--- src/hdl/htiming_pkg.sv ---
// Constants for the horizontal raster timing block.
// Assumes a single clock domain; one clock edge is one pixel.
package htiming_pkg;
  // ******************************************************************
  // Write word layout
  // ******************************************************************
  localparam int ADDR_MSB = 31;
  localparam int ADDR_LSB = 26;
  localparam int T10_LSB = 14;
  localparam int T10_W = 10;
  localparam int CUR_LSB = 13;
  localparam int CUR_W = 11;
  localparam int SUB_LSB = 11;
  localparam int SUB_W = 2;
  localparam int STEREO_W = 3;
  localparam int STEREO_N = 8;
  localparam int STEREO_LSB = 0;
  // ******************************************************************
  // Register addresses (byte offsets, top six bits of the word)
  // ******************************************************************
  localparam logic [7:0] OFF_STEREO7 = 8'h60;
  localparam logic [7:0] OFF_STEREO0 = 8'h64;
  localparam logic [7:0] OFF_LINE_PERIOD = 8'h80;
  localparam logic [7:0] OFF_HSYNC_WIDTH = 8'h84;
  localparam logic [7:0] OFF_HBORDER_START = 8'h88;
  localparam logic [7:0] OFF_HDISPLAY_START = 8'h8c;
  localparam logic [7:0] OFF_HDISPLAY_END = 8'h90;
  localparam logic [7:0] OFF_HBORDER_END = 8'h94;
  localparam logic [7:0] OFF_HCURSOR_START = 8'h98;
  localparam logic [7:0] OFF_HALF_LINE_POINT = 8'h9c;
  // ******************************************************************
  // Reset values and timing
  // ******************************************************************
  localparam logic [9:0] RST_T10 = 10'h000;
  localparam logic [10:0] RST_CUR = 11'h000;
  localparam logic [1:0] RST_SUB = 2'h0;
  localparam logic [2:0] RST_STEREO = 3'h4;
  localparam int CURSOR_PIXELS = 32;
  localparam int CURSOR_OFFSET = 6;
  localparam logic [2:0] STEREO_UNDEF = 3'h0;
  // Display pipeline offsets in pixel pairs, per colour depth
  localparam int DS_ADJ_8 = 2;
  localparam int DS_ADJ_4 = 5;
  localparam int DS_ADJ_2 = 5;
  localparam int DS_ADJ_1 = 9;
  localparam int DE_ADJ_8 = 2;
  localparam int DE_ADJ_4 = 3;
  localparam int DE_ADJ_2 = 5;
  localparam int DE_ADJ_1 = 9;
  typedef enum logic [1:0] {BPP1, BPP2, BPP4, BPP8} bpp_t;
endpackage

--- src/hdl/htiming.sv ---
// Horizontal raster timing: register write port, line counter and
// sync, border, display, cursor and half-line gating.
// Assumes write words arrive on wdata_i, strobed by wr_i, with the address in the top bits
// and that one clk_i edge is one output pixel.

// Overview of operation
// - Stereo codes: 1 left, 4 centre, 7 right
// - Line lasts twice loaded value plus two
// - Ten-bit timing fields, bit 14 lsb
// - Sync width twice value plus two pixels
// - Border start counted from sync start
// - Display start offset depends on depth
// - Display end offset depends on depth
// - Border end is first non-border pixel
// - Cursor start single pixels, eleven bits
// - Bits 11-12 give high-res sub-position
// - Cursor stops after 32 pixels
// - Half-line point used for interlace sync
// - Address in bits 31 to 26
// - Timing registers are write-only
module htiming (
  input wire logic clk_i,
  input wire logic nrst_i,
  input wire logic wr_i,
  input wire logic [31:0] wdata_i,
  input wire htiming_pkg::bpp_t bpp_i,
  input wire logic hires_i,
  output logic hsync_n_o,
  output logic border_o,
  output logic display_o,
  output logic cursor_o,
  output logic [1:0] cursor_sub_o,
  output logic half_line_o,
  output logic line_start_o,
  output logic [23:0] stereo_o,
  output logic stereo_undef_o
);
  // ******************************************************************
  // Register write decode
  // ******************************************************************
  localparam int AW = htiming_pkg::ADDR_MSB - htiming_pkg::ADDR_LSB + 1;
  localparam int TW = htiming_pkg::T10_W;
  localparam int CW = htiming_pkg::CUR_W;
  // Refuse field widths that the write word or pixel position cannot carry
  if (TW < 6 || TW > htiming_pkg::T10_W || CW != TW + 1) begin : g_bad_width
    $error("htiming: unsupported field widths");
  end

  // Word address, bits 25 and 24 ignored
  wire [AW-1:0] waddr = wdata_i[htiming_pkg::ADDR_MSB:htiming_pkg::ADDR_LSB];
  wire [TW-1:0] wfield = wdata_i[htiming_pkg::T10_LSB +: TW];
  wire [CW-1:0] cfield = wdata_i[htiming_pkg::CUR_LSB +: CW];
  wire [htiming_pkg::SUB_W-1:0] sfield = wdata_i[htiming_pkg::SUB_LSB +: htiming_pkg::SUB_W];
  wire [htiming_pkg::STEREO_W-1:0] stereo_field = wdata_i[htiming_pkg::STEREO_LSB +: htiming_pkg::STEREO_W];

  function automatic logic hit(input logic [7:0] off);
    hit = (waddr == off[7:2]);
  endfunction

  wire ld_lp = wr_i && hit(htiming_pkg::OFF_LINE_PERIOD);
  wire ld_sw = wr_i && hit(htiming_pkg::OFF_HSYNC_WIDTH);
  wire ld_bs = wr_i && hit(htiming_pkg::OFF_HBORDER_START);
  wire ld_ds = wr_i && hit(htiming_pkg::OFF_HDISPLAY_START);
  wire ld_de = wr_i && hit(htiming_pkg::OFF_HDISPLAY_END);
  wire ld_be = wr_i && hit(htiming_pkg::OFF_HBORDER_END);
  wire ld_cs = wr_i && hit(htiming_pkg::OFF_HCURSOR_START);
  wire ld_hl = wr_i && hit(htiming_pkg::OFF_HALF_LINE_POINT);

  // ******************************************************************
  // Write-only timing registers (no read path exists)
  // ******************************************************************
  logic [TW-1:0] line_period, hsync_width, hborder_start, hdisplay_start;
  logic [TW-1:0] hdisplay_end, hborder_end, half_line_point;
  logic [CW-1:0] hcursor_start;
  logic [htiming_pkg::SUB_W-1:0] cursor_sub;

  // Line period in pixel pairs
  timing_reg #(.W(TW), .RST(htiming_pkg::RST_T10)) u_lp (
    .clk_i(clk_i),
    .nrst_i(nrst_i),
    .load_i(ld_lp),
    .d_i(wfield),
    .q_o(line_period)
  );

  // Sync width in pixel pairs
  timing_reg #(.W(TW), .RST(htiming_pkg::RST_T10)) u_sw (
    .clk_i(clk_i),
    .nrst_i(nrst_i),
    .load_i(ld_sw),
    .d_i(wfield),
    .q_o(hsync_width)
  );

  // Border start from sync start
  timing_reg #(.W(TW), .RST(htiming_pkg::RST_T10)) u_bs (
    .clk_i(clk_i),
    .nrst_i(nrst_i),
    .load_i(ld_bs),
    .d_i(wfield),
    .q_o(hborder_start)
  );

  // Display start, before the depth offset
  timing_reg #(.W(TW), .RST(htiming_pkg::RST_T10)) u_ds (
    .clk_i(clk_i),
    .nrst_i(nrst_i),
    .load_i(ld_ds),
    .d_i(wfield),
    .q_o(hdisplay_start)
  );

  // Display end, before the depth offset
  timing_reg #(.W(TW), .RST(htiming_pkg::RST_T10)) u_de (
    .clk_i(clk_i),
    .nrst_i(nrst_i),
    .load_i(ld_de),
    .d_i(wfield),
    .q_o(hdisplay_end)
  );

  // Border end, first pixel past the border
  timing_reg #(.W(TW), .RST(htiming_pkg::RST_T10)) u_be (
    .clk_i(clk_i),
    .nrst_i(nrst_i),
    .load_i(ld_be),
    .d_i(wfield),
    .q_o(hborder_end)
  );

  // Half-line point for interlaced sync
  timing_reg #(.W(TW), .RST(htiming_pkg::RST_T10)) u_hl (
    .clk_i(clk_i),
    .nrst_i(nrst_i),
    .load_i(ld_hl),
    .d_i(wfield),
    .q_o(half_line_point)
  );

  // Cursor start in single pixels
  timing_reg #(.W(CW), .RST(htiming_pkg::RST_CUR)) u_cs (
    .clk_i(clk_i),
    .nrst_i(nrst_i),
    .load_i(ld_cs),
    .d_i(cfield),
    .q_o(hcursor_start)
  );

  // Cursor sub-pixel step, loaded with the cursor start
  timing_reg #(.W(htiming_pkg::SUB_W), .RST(htiming_pkg::RST_SUB)) u_sub (
    .clk_i(clk_i),
    .nrst_i(nrst_i),
    .load_i(ld_cs),
    .d_i(sfield),
    .q_o(cursor_sub)
  );

  // ******************************************************************
  // Stereo image position registers
  // ******************************************************************
  // Channel 7 sits at the lowest address, channels 0..6 follow
  logic [htiming_pkg::STEREO_N-1:0] st_undef;
  genvar g;
  for (g = 0; g < htiming_pkg::STEREO_N; g++) begin : g_st
    localparam logic [7:0] OFF = (g == htiming_pkg::STEREO_N - 1) ? htiming_pkg::OFF_STEREO7 :
      8'(htiming_pkg::OFF_STEREO0 + 8'(4 * g));
    wire ld = wr_i && hit(OFF);
    timing_reg #(.W(htiming_pkg::STEREO_W), .RST(htiming_pkg::RST_STEREO)) u_st (
      .clk_i(clk_i),
      .nrst_i(nrst_i),
      .load_i(ld),
      .d_i(stereo_field),
      .q_o(stereo_o[htiming_pkg::STEREO_W*g +: htiming_pkg::STEREO_W])
    );
    assign st_undef[g] = (stereo_o[htiming_pkg::STEREO_W*g +: htiming_pkg::STEREO_W] == htiming_pkg::STEREO_UNDEF);
  end
  // Flags any channel holding the undefined code
  assign stereo_undef_o = |st_undef;

  // ******************************************************************
  // Line counter
  // ******************************************************************
  logic phase;
  logic [TW-1:0] unit;
  pair_counter #(.W(TW)) u_cnt (
    .clk_i(clk_i),
    .nrst_i(nrst_i),
    .last_i(line_period),
    .phase_o(phase),
    .unit_o(unit),
    .line_start_o(line_start_o)
  );

  // Pixel position from sync start, one wider than the unit count
  wire [CW-1:0] pix = {unit, phase};

  // Display pipeline offset in pixel pairs per depth
  logic [TW-1:0] ds_adj, de_adj;
  always_comb begin
    case (bpp_i)
      htiming_pkg::BPP8: begin
        ds_adj = TW'(htiming_pkg::DS_ADJ_8);
        de_adj = TW'(htiming_pkg::DE_ADJ_8);
      end
      htiming_pkg::BPP4: begin
        ds_adj = TW'(htiming_pkg::DS_ADJ_4);
        de_adj = TW'(htiming_pkg::DE_ADJ_4);
      end
      htiming_pkg::BPP2: begin
        ds_adj = TW'(htiming_pkg::DS_ADJ_2);
        de_adj = TW'(htiming_pkg::DE_ADJ_2);
      end
      default: begin
        ds_adj = TW'(htiming_pkg::DS_ADJ_1);
        de_adj = TW'(htiming_pkg::DE_ADJ_1);
      end
    endcase
  end

  // Border limits in pixels: units of two plus a fixed odd offset
  wire [CW:0] bs_pix = {1'b0, hborder_start, 1'b1};
  wire [CW:0] be_pix = {1'b0, hborder_end, 1'b1};

  // Display limits, moved by the pipeline offset of the depth
  wire [CW:0] ds_pix = {1'b0, TW'(hdisplay_start + ds_adj), 1'b1};
  wire [CW:0] de_pix = {1'b0, TW'(hdisplay_end + de_adj), 1'b1};

  // Cursor start in single pixels, and the current position
  wire [CW:0] cs_pix = (CW+1)'(hcursor_start) + (CW+1)'(htiming_pkg::CURSOR_OFFSET);
  wire [CW:0] pos = {1'b0, pix};

  // Sync stays low for the programmed width plus one pixel pair
  wire nxt_sync = (unit <= hsync_width);

  // Border and display windows compare the one shared position
  wire nxt_border = (pos >= bs_pix) && (pos < be_pix);
  wire nxt_display = (pos >= ds_pix) && (pos < de_pix);

  // Cursor window closes by itself after its fixed width
  wire nxt_cursor = (pos >= cs_pix) &&
    (pos < cs_pix + (CW+1)'(htiming_pkg::CURSOR_PIXELS));

  // Half-line pulse on the first pixel of the programmed pair
  wire nxt_half = (unit == half_line_point) && !phase;

  // ******************************************************************
  // Registered outputs
  // ******************************************************************
  // Sync output, inactive high while in reset
  always_ff @(posedge clk_i) begin
    if (!nrst_i) begin
      hsync_n_o <= 1'b1;
    end else begin
      hsync_n_o <= ~nxt_sync;
    end
  end

  // Border window, one pixel after the position
  always_ff @(posedge clk_i) begin
    if (!nrst_i) begin
      border_o <= 1'b0;
    end else begin
      border_o <= nxt_border;
    end
  end

  // Display window, one pixel after the position
  always_ff @(posedge clk_i) begin
    if (!nrst_i) begin
      display_o <= 1'b0;
    end else begin
      display_o <= nxt_display;
    end
  end

  // Cursor window, never longer than the fixed cursor width
  always_ff @(posedge clk_i) begin
    if (!nrst_i) begin
      cursor_o <= 1'b0;
    end else begin
      cursor_o <= nxt_cursor;
    end
  end

  // Half-line pulse, one pixel wide
  always_ff @(posedge clk_i) begin
    if (!nrst_i) begin
      half_line_o <= 1'b0;
    end else begin
      half_line_o <= nxt_half;
    end
  end

  // Sub-pixel cursor step only counts in high-resolution mode
  always_ff @(posedge clk_i) begin
    if (!nrst_i) begin
      cursor_sub_o <= htiming_pkg::RST_SUB;
    end else begin
      cursor_sub_o <= hires_i ? cursor_sub : htiming_pkg::RST_SUB;
    end
  end
endmodule

--- src/hdl/timing_reg.sv ---
// One write-only timing field loaded from the register write word.
// Assumes the write strobe and address match are synchronous to clk_i.
module timing_reg #(
  parameter int W = 10,
  parameter logic [W-1:0] RST = '0
) (
  input wire logic clk_i,
  input wire logic nrst_i,
  input wire logic load_i,
  input wire logic [W-1:0] d_i,
  output logic [W-1:0] q_o
);
  // Holds the field until the host writes it again
  always_ff @(posedge clk_i) begin
    if (!nrst_i) begin
      q_o <= RST;
    end else if (load_i) begin
      q_o <= d_i;
    end
  end
endmodule

--- src/hdl/pair_counter.sv ---
// Two-pixel unit counter: a pixel phase bit and a unit count.
// Assumes one pixel per clock edge and a synchronous line restart.
module pair_counter #(
  parameter int W = 10
) (
  input wire logic clk_i,
  input wire logic nrst_i,
  input wire logic [W-1:0] last_i,
  output logic phase_o,
  output logic [W-1:0] unit_o,
  output logic line_start_o
);
  wire wrap = phase_o && (unit_o == last_i);
  // Count pixels in pairs; a line lasts 2*last+2 pixels
  always_ff @(posedge clk_i) begin
    if (!nrst_i) begin
      phase_o <= 1'b0;
      unit_o <= '0;
    end else begin
      phase_o <= ~phase_o;
      if (phase_o) begin
        unit_o <= wrap ? '0 : unit_o + 1'b1;
      end
    end
  end
  assign line_start_o = (unit_o == '0) && !phase_o;
endmodule

--- config.mk ---
export PLATFORM = sky130hd
export DESIGN_NAME = htiming
export DESIGN_NICKNAME = d
export VERILOG_FILES = /design/src/hdl/htiming_pkg.sv /design/src/hdl/htiming.sv /design/src/hdl/timing_reg.sv /design/src/hdl/pair_counter.sv
export SDC_FILE = /design/constraint.sdc
export NUM_CORES = 1
export LEC_CHECK = 0
export ABC_AREA = 1
export BUFFER_PORTS_ARGS = -buffer_cell sky130_fd_sc_hd__buf_2
export CAP_MARGIN = 20
export CORE_MARGIN = 3
export CORE_UTILIZATION = 50
export DETAILED_ROUTE_END_ITERATION = 12
export PLACE_DENSITY_LB_ADDON = 0.05
export SLEW_MARGIN = 40
export SYNTH_ARGS = -nofsm -noshare
export SYNTH_HDL_FRONTEND = slang
export SYNTH_SLANG_ARGS = --single-unit
--- constraint.sdc ---
create_clock -name clk_i -period 5.7 [get_ports clk_i]
set_input_delay 0.285 -clock clk_i [delete_from_list [all_inputs] [get_ports clk_i]]
set_output_delay 0.285 -clock clk_i [all_outputs]
set_load 0.1 [all_outputs]
; ---- Yosys cells after proc, flatten, opt, wreduce, memory -nomap -nowiden
; Cells that the tools add are included.
[totals]
regBits = 125
inputBits = 38
[op_classes]
n_eq_ne = 21
muxes = 3
n_addsub = 5
order_cmp = 7
n_bitwise = 2
reduce_logical = 35
[ops]
columns = operator, n
row1 = "equality test 6 x 5 -> 1 bit, second input constant", 8
row2 = "equality test 6 bit, second input constant", 8
row3 = logical NOT 3 bit, 8
row4 = >= comparator 11 bit, 2
row5 = logical AND 1 bit, 22
row6 = less-than comparator 11 bit, 2
row7 = adder 10 bit, 2
row8 = equality test 10 bit, 2
row9 = "adder 11 x 3 -> 12 bit, second input constant", 1
row10 = "adder 12 x 6 -> 12 bit, second input constant", 1
row11 = >= comparator 11 x 12 -> 1 bit, 1
row12 = less-than comparator 11 x 12 -> 1 bit, 1
row13 = one-hot mux 4 bit (3 select lines), 1
row14 = "adder 10 x 1 -> 10 bit, second input constant", 1
row15 = <= comparator 10 bit, 1
row16 = logical NOT 10 bit, 1
row17 = two-way mux 10 bit, 1
row18 = one-hot mux 4 bit (2 select lines), 1
row19 = OR reduction 8 bit, 1
row20 = "equality test 2 bit, second input constant", 2
row21 = "equality test 2 x 1 -> 1 bit, second input constant", 1
row22 = inverter 1 bit, 2
row23 = AND reduction 2 bit, 1
row24 = OR reduction 2 bit, 1
row25 = logical NOT 1 bit, 1

; ---- Logic depth before layout (Yosys ltp)
[depth]
depth_word = 6
ltp_mapped = 19
depth_no_buf = 19

; ---- Hierarchy
; Synthesis repeated with hierarchy kept, for this count alone.
[unflattened]
cells_unflattened = 1233
area_unflattened_um2 = 8034.0
[modules_own_cells]
columns = mod, area_each_um2, n_inst, cells_each
row1 = htiming, 2997.9, 1, 457
row2 = timing_reg at u_be ..., 411.6, 7, 63
row3 = timing_reg at g_st[0].u_st ..., 113.9, 8, 17
row4 = pair_counter, 711.9, 1, 118
row5 = timing_reg at u_cs, 454.2, 1, 69
row6 = timing_reg at u_sub, 77.6, 1, 12

; ---- Least setup slack after synthesis
; Ideal clock, no wire load.
[synth_path]
kind = flip-flop to output port
start = register u_cnt.unit_o[0]
end = output port line_start_o
slack_ns = 1.759
stages_incl_launch_ff = 5
n_path_buf = 0
arrival_ns = 3.656
path_cell_list = dfxtp_1 inv_1 ha_1 nand4_1 nor4_1
[synth_via]
elab_chain_len = 2
[synth_lines]
columns = item, line
row1 = from (decl), pair_counter.sv:10  ; output logic [W-1:0] unit_o,
row2 = from (signal assigned), pair_counter.sv:22  ; unit_o <= wrap ? '0 : unit_o + 1'b1;
row3 = logical NOT 10 bit, pair_counter.sv:26  ; assign line_start_o = (unit_o == '0) && !phase_o;
row4 = logical AND 1 bit, pair_counter.sv:26
row5 = to (decl), htiming.sv:34  ; output logic line_start_o,
; No other way between the ends.

; ---- Worst setup path after layout
[layout_path]
start = register u_de.q_o[0]
end = register display_o
[layout_via]
elab_chain_len = 3
[layout_lines]
columns = item, line
row1 = from (decl), timing_reg.sv:11  ; output logic [W-1:0] q_o
row2 = from (signal assigned), timing_reg.sv:18  ; q_o <= d_i;
row3 = adder 10 bit, htiming.sv:226  ; wire [CW:0] de_pix = {1'b0, TW'(hdisplay_end + de_adj), 1'b1};
row4 = less-than comparator 11 bit, htiming.sv:237  ; wire nxt_display = (pos >= ds_pix) && (pos < de_pix);
row5 = logical AND 1 bit, htiming.sv:237
row6 = to (signal assigned), htiming.sv:272  ; display_o <= nxt_display;
row7 = to (decl), htiming.sv:30  ; output logic display_o,
; No other way between the ends.
; A chain may end at the register's enable or synchronous reset.

==> results.md <==
* Outcome: finished clean
* Pwr Density at 273 nW/um^2
* Ports at 71
* Gpl congestion at 0.801
* RSZ-0062 raised after global routing: no
* F_max at 0.369 GHz
* Vias in the first global route at 5768
* Area added between synthesis and finish at 14.4%
* CTS resizes at 0
* Switch Pwr at 0.542 mW
* Top post-synthesis cells by area: dfxtp_1 (35%), ha_1 (15%), o21ai_0 (7.8%)
* DR pass1 iterations at 4
* Setup TNS at 0 ns
* Critical Path AT at 3.02 ns
* Peak supply drop at 0.199 mV
* Sw frac at 0.241
* Clock power frac at 0.524
* Clk slew on worst S/H paths at 0.06 ns
* P_int at 1.71 mW
* Crit end category: flop
* CP Max Fanout at 2
* Pre-CTS setup slack at 2.55 ns
* Largest net degree at the start of global routing at between 70 and 80
* Layout cells sized above 1 at 0.126
* Die Y at 126 um
* Cts hold-fix bufs at 0
* Most used DFF post-synth: dfxtp_1
* Sink Count at between 100 and 150
* Post-DRT Antenna Nets at 0
* Final count of pins violating max slew at 0
* Row cnt at 43
* Hold Slack at 0.101 ns
* Die area at 15900 um^2
* CTS Buf Count at 17
* First-pass GRT wire length at 30300 um
* Post-synthesis async set-or-reset flop share at 0
* Multiplexer area fraction after synthesis at 0
* Core ar. at 14000 um^2
* Initial core utilization at 0.515
* Post-synthesis xor/xnor area fraction at 0.0375
* CP dominant cell by count: nand2_1
* Max clock buf depth at 2
* Cell accounting for the most synthesized area: dfxtp_1
* CP bufs+invs at 1
* Leakage at between 3 and 4 nW
* 1st-iter DRT viols at roughly 400
* Hold Vio Cnt, Final at 0
* Slowest stage delay, CP at 0.40 ns
* Number of synthesized flops with an enable pin at 0
* Syn. warnings at 0
* Overall fraction of global-route tracks in use at 0.240
* Cell breakdown of the critical path: ha_1, inv_1, fa_1, o21ai_0, nand2_1, nor2_1, nand2_1, xor2_1, ha_1, nand2_1, nor2_1, nand4_1, a21oi_1, a211oi_1, nand2_1, nor2_1
* H-Tree Depth at 4
* Antenna cell count at 0
* Setup Viol. Count Final at 0
* #FFs+latches synth at around 130
* Post-Synth Simple-Gate Area at 0.199
* CP max-delay cell: fa_1
* Flop pwr share at 0.398
* Mapped Area at 7210 um^2
* WL final at 18600 um
* Maxcap violations at 0
* Avg Cell Area, Syn at approximately 7.6 um^2
* Syn nets at 1078
* Minimum clock period at roughly 2.7 ns
* Clk_skew at 0.00549 ns
* CP Launch Type: flop
* Setup WS post-layout at 2.99 ns
* Residual DRC at 0
* Synth cell types at 41
* Die width at 126 um
* Postcts setup bufs at 0
* Root Driver: clkbuf_16
* WS Path Type: flop to flop
* Delay-heaviest family, CP: adder cells
* Final worst-path cycle share at 0.476
* DR WL/cell at between 15 and 20 um
* GRT Residual Overflow at 0
* Clock Latency Late Sink at 0.42 ns
* Nets at around 1100
* Routed vias at 6289
* Initial antenna violation count at 0
* Comb pwr share at 0.078
* Post-synth top area share at 0.347
* Largest family of logic cells by synthesized area: simple AND/OR/NAND/NOR gates
* Least-Margin Pin Slew at 0.811 ns
* Hold Crit Class: input pin to flop
* CTS tree: built
* PortBufs at 60
* Required time of the critical path at 6.01 ns
* Slew Limit Headroom at 0.459
* Dpl hpwl at 12400 um
* Post-synthesis sequential area ratio at 0.347
* Adder-Cell Fraction of Synth Area at 0.151
* Post-Syn Instances at between 900 and 1000
* Complex-gate fraction of the synthesized area at 0.181
* Total power after layout at between 2 and 2.5 mW
* Vias per cell at 5.23
-- state kept, by name, indices dropped and copies added (netlist names), 2 cells and up --
signal / flops
u_ds.q_o: 10
u_bs.q_o: 10
u_sub.q_o: 2
u_de.q_o: 10
u_be.q_o: 10
u_lp.q_o: 10
cursor_sub_o: 2
u_hl.q_o: 10
u_sw.q_o: 10
u_cs.q_o: 11
u_cnt.unit_o: 10
g_st.u_st.q_o: 24
-- final timing paths --
path,cells past startpoint,slack [ns],to,startpoint
worst min register to register,2,0.43,cursor_sub_o[0]$_SDFF_PN0_,u_sub.q_o[0]$_SDFFE_PN0P_
worst min-delay path,3,0.10,u_cs.q_o[0]$_SDFFE_PN0P_,wdata_i[13]
worst max register to register,16,2.99,display_o$_SDFF_PN0_,u_de.q_o[0]$_SDFFE_PN0P_
worst max-delay path,16,2.99,display_o$_SDFF_PN0_,u_de.q_o[0]$_SDFFE_PN0P_
-- cells by family after synthesis --
logic type / after synthesis
DFF: 125
buffers and inverters: 151
xor gates and xnor gates: 30
adders and majority gates: 86
AOI/OAI and AO/OA: 245
and+or+nand+nor: 317
-- tightest hold or removal path, cell delays in order --
cell	delay, ns
buf_2	0.07
nor2_1	0.04
nor2_1	0.08
-- per-stage QoR --
stage                      util  instances  area [um^2]
after floorplan               -        954         7210
after global placement    0.544       1170         7600
after detailed placement  0.544       1170         7600
after CTS                 0.590       1202         8250
after global routing      0.590       1202         8250
final                     0.590       1202         8250
-- cell usage after synthesis, types with 2 or more instances --
cell type and number:
nor2_4 9, ha_1 84, a211oi_1 2, nand3_1 25, nand2_1 104, nor2_2 5
nand2_2 5, buf_2 5, o211ai_1 8, nor3_1 21, o2111ai_1 4, o22ai_1 8
nand4_1 8, buf_6 4, nand3_2 4, nor4_1 5, o21ai_1 2, fa_1 2
inv_2 8, o21ai_0 112, nor2_1 125, a21oi_1 102, clkbuf_1 11, xor2_1 19
nor3_2 2, buf_4 2, inv_1 118, buf_1 3, xnor2_1 10, or3_1 2
dfxtp_1 125
-- layout by cell type (no fill, tap or decap), types with 5 or more instances in the layout --
cell       Yosys  routed
nand4_1        8       8
o211ai_1       8       8
inv_1        118     118
buf_2          5      60
nor2_2         5       5
nand2_2        5       5
xor2_1        19      19
inv_2          8       8
ha_1          84      84
o21ai_0      112     112
nor2_4         9       9
clkbuf_16      0      17
nand3_1       25      25
a21oi_1      102     102
nor3_1        21      21
o22ai_1        8       8
nor2_1       125     125
dfxtp_1      125     125
xnor2_1       10      10
nand2_1      104     104
nor4_1         5       5
-- area by class of cell --
class                      instances  area [um^2]
fill                            1336         5740
multi-input combinational        678         4100
sequential                       125         2500
clock buffer                      22          484
inverter                         126          473
timing repair buffer              61          308
tap                              180          225
clock inverter                    10          159
-- per-layer routing --
metal	vias up	wire [um]	GRT usage	share of wire
met5	-	0	0	0
met4	0	178	0.0549	0.0096
met3	15	758	0.0488	0.041
met2	128	8420	0.382	0.45
met1	2850	9240	0.338	0.50
li1	3296	-	-	-
-- power groups by stage --
stage | clock [mW] | combinational (mW) | sequential [mW]
after global routing | 1.23 | 0.193 | 0.896
after global placement | 0 | 0.174 | 0.913
after detailed placement | 0 | 0.175 | 0.914
after floorplan | 0 | 0.0945 | 0.939
after CTS | 1.19 | 0.176 | 0.895
final | 1.18 | 0.176 | 0.895
No activity file was read; power rests on OpenSTA's default activity.
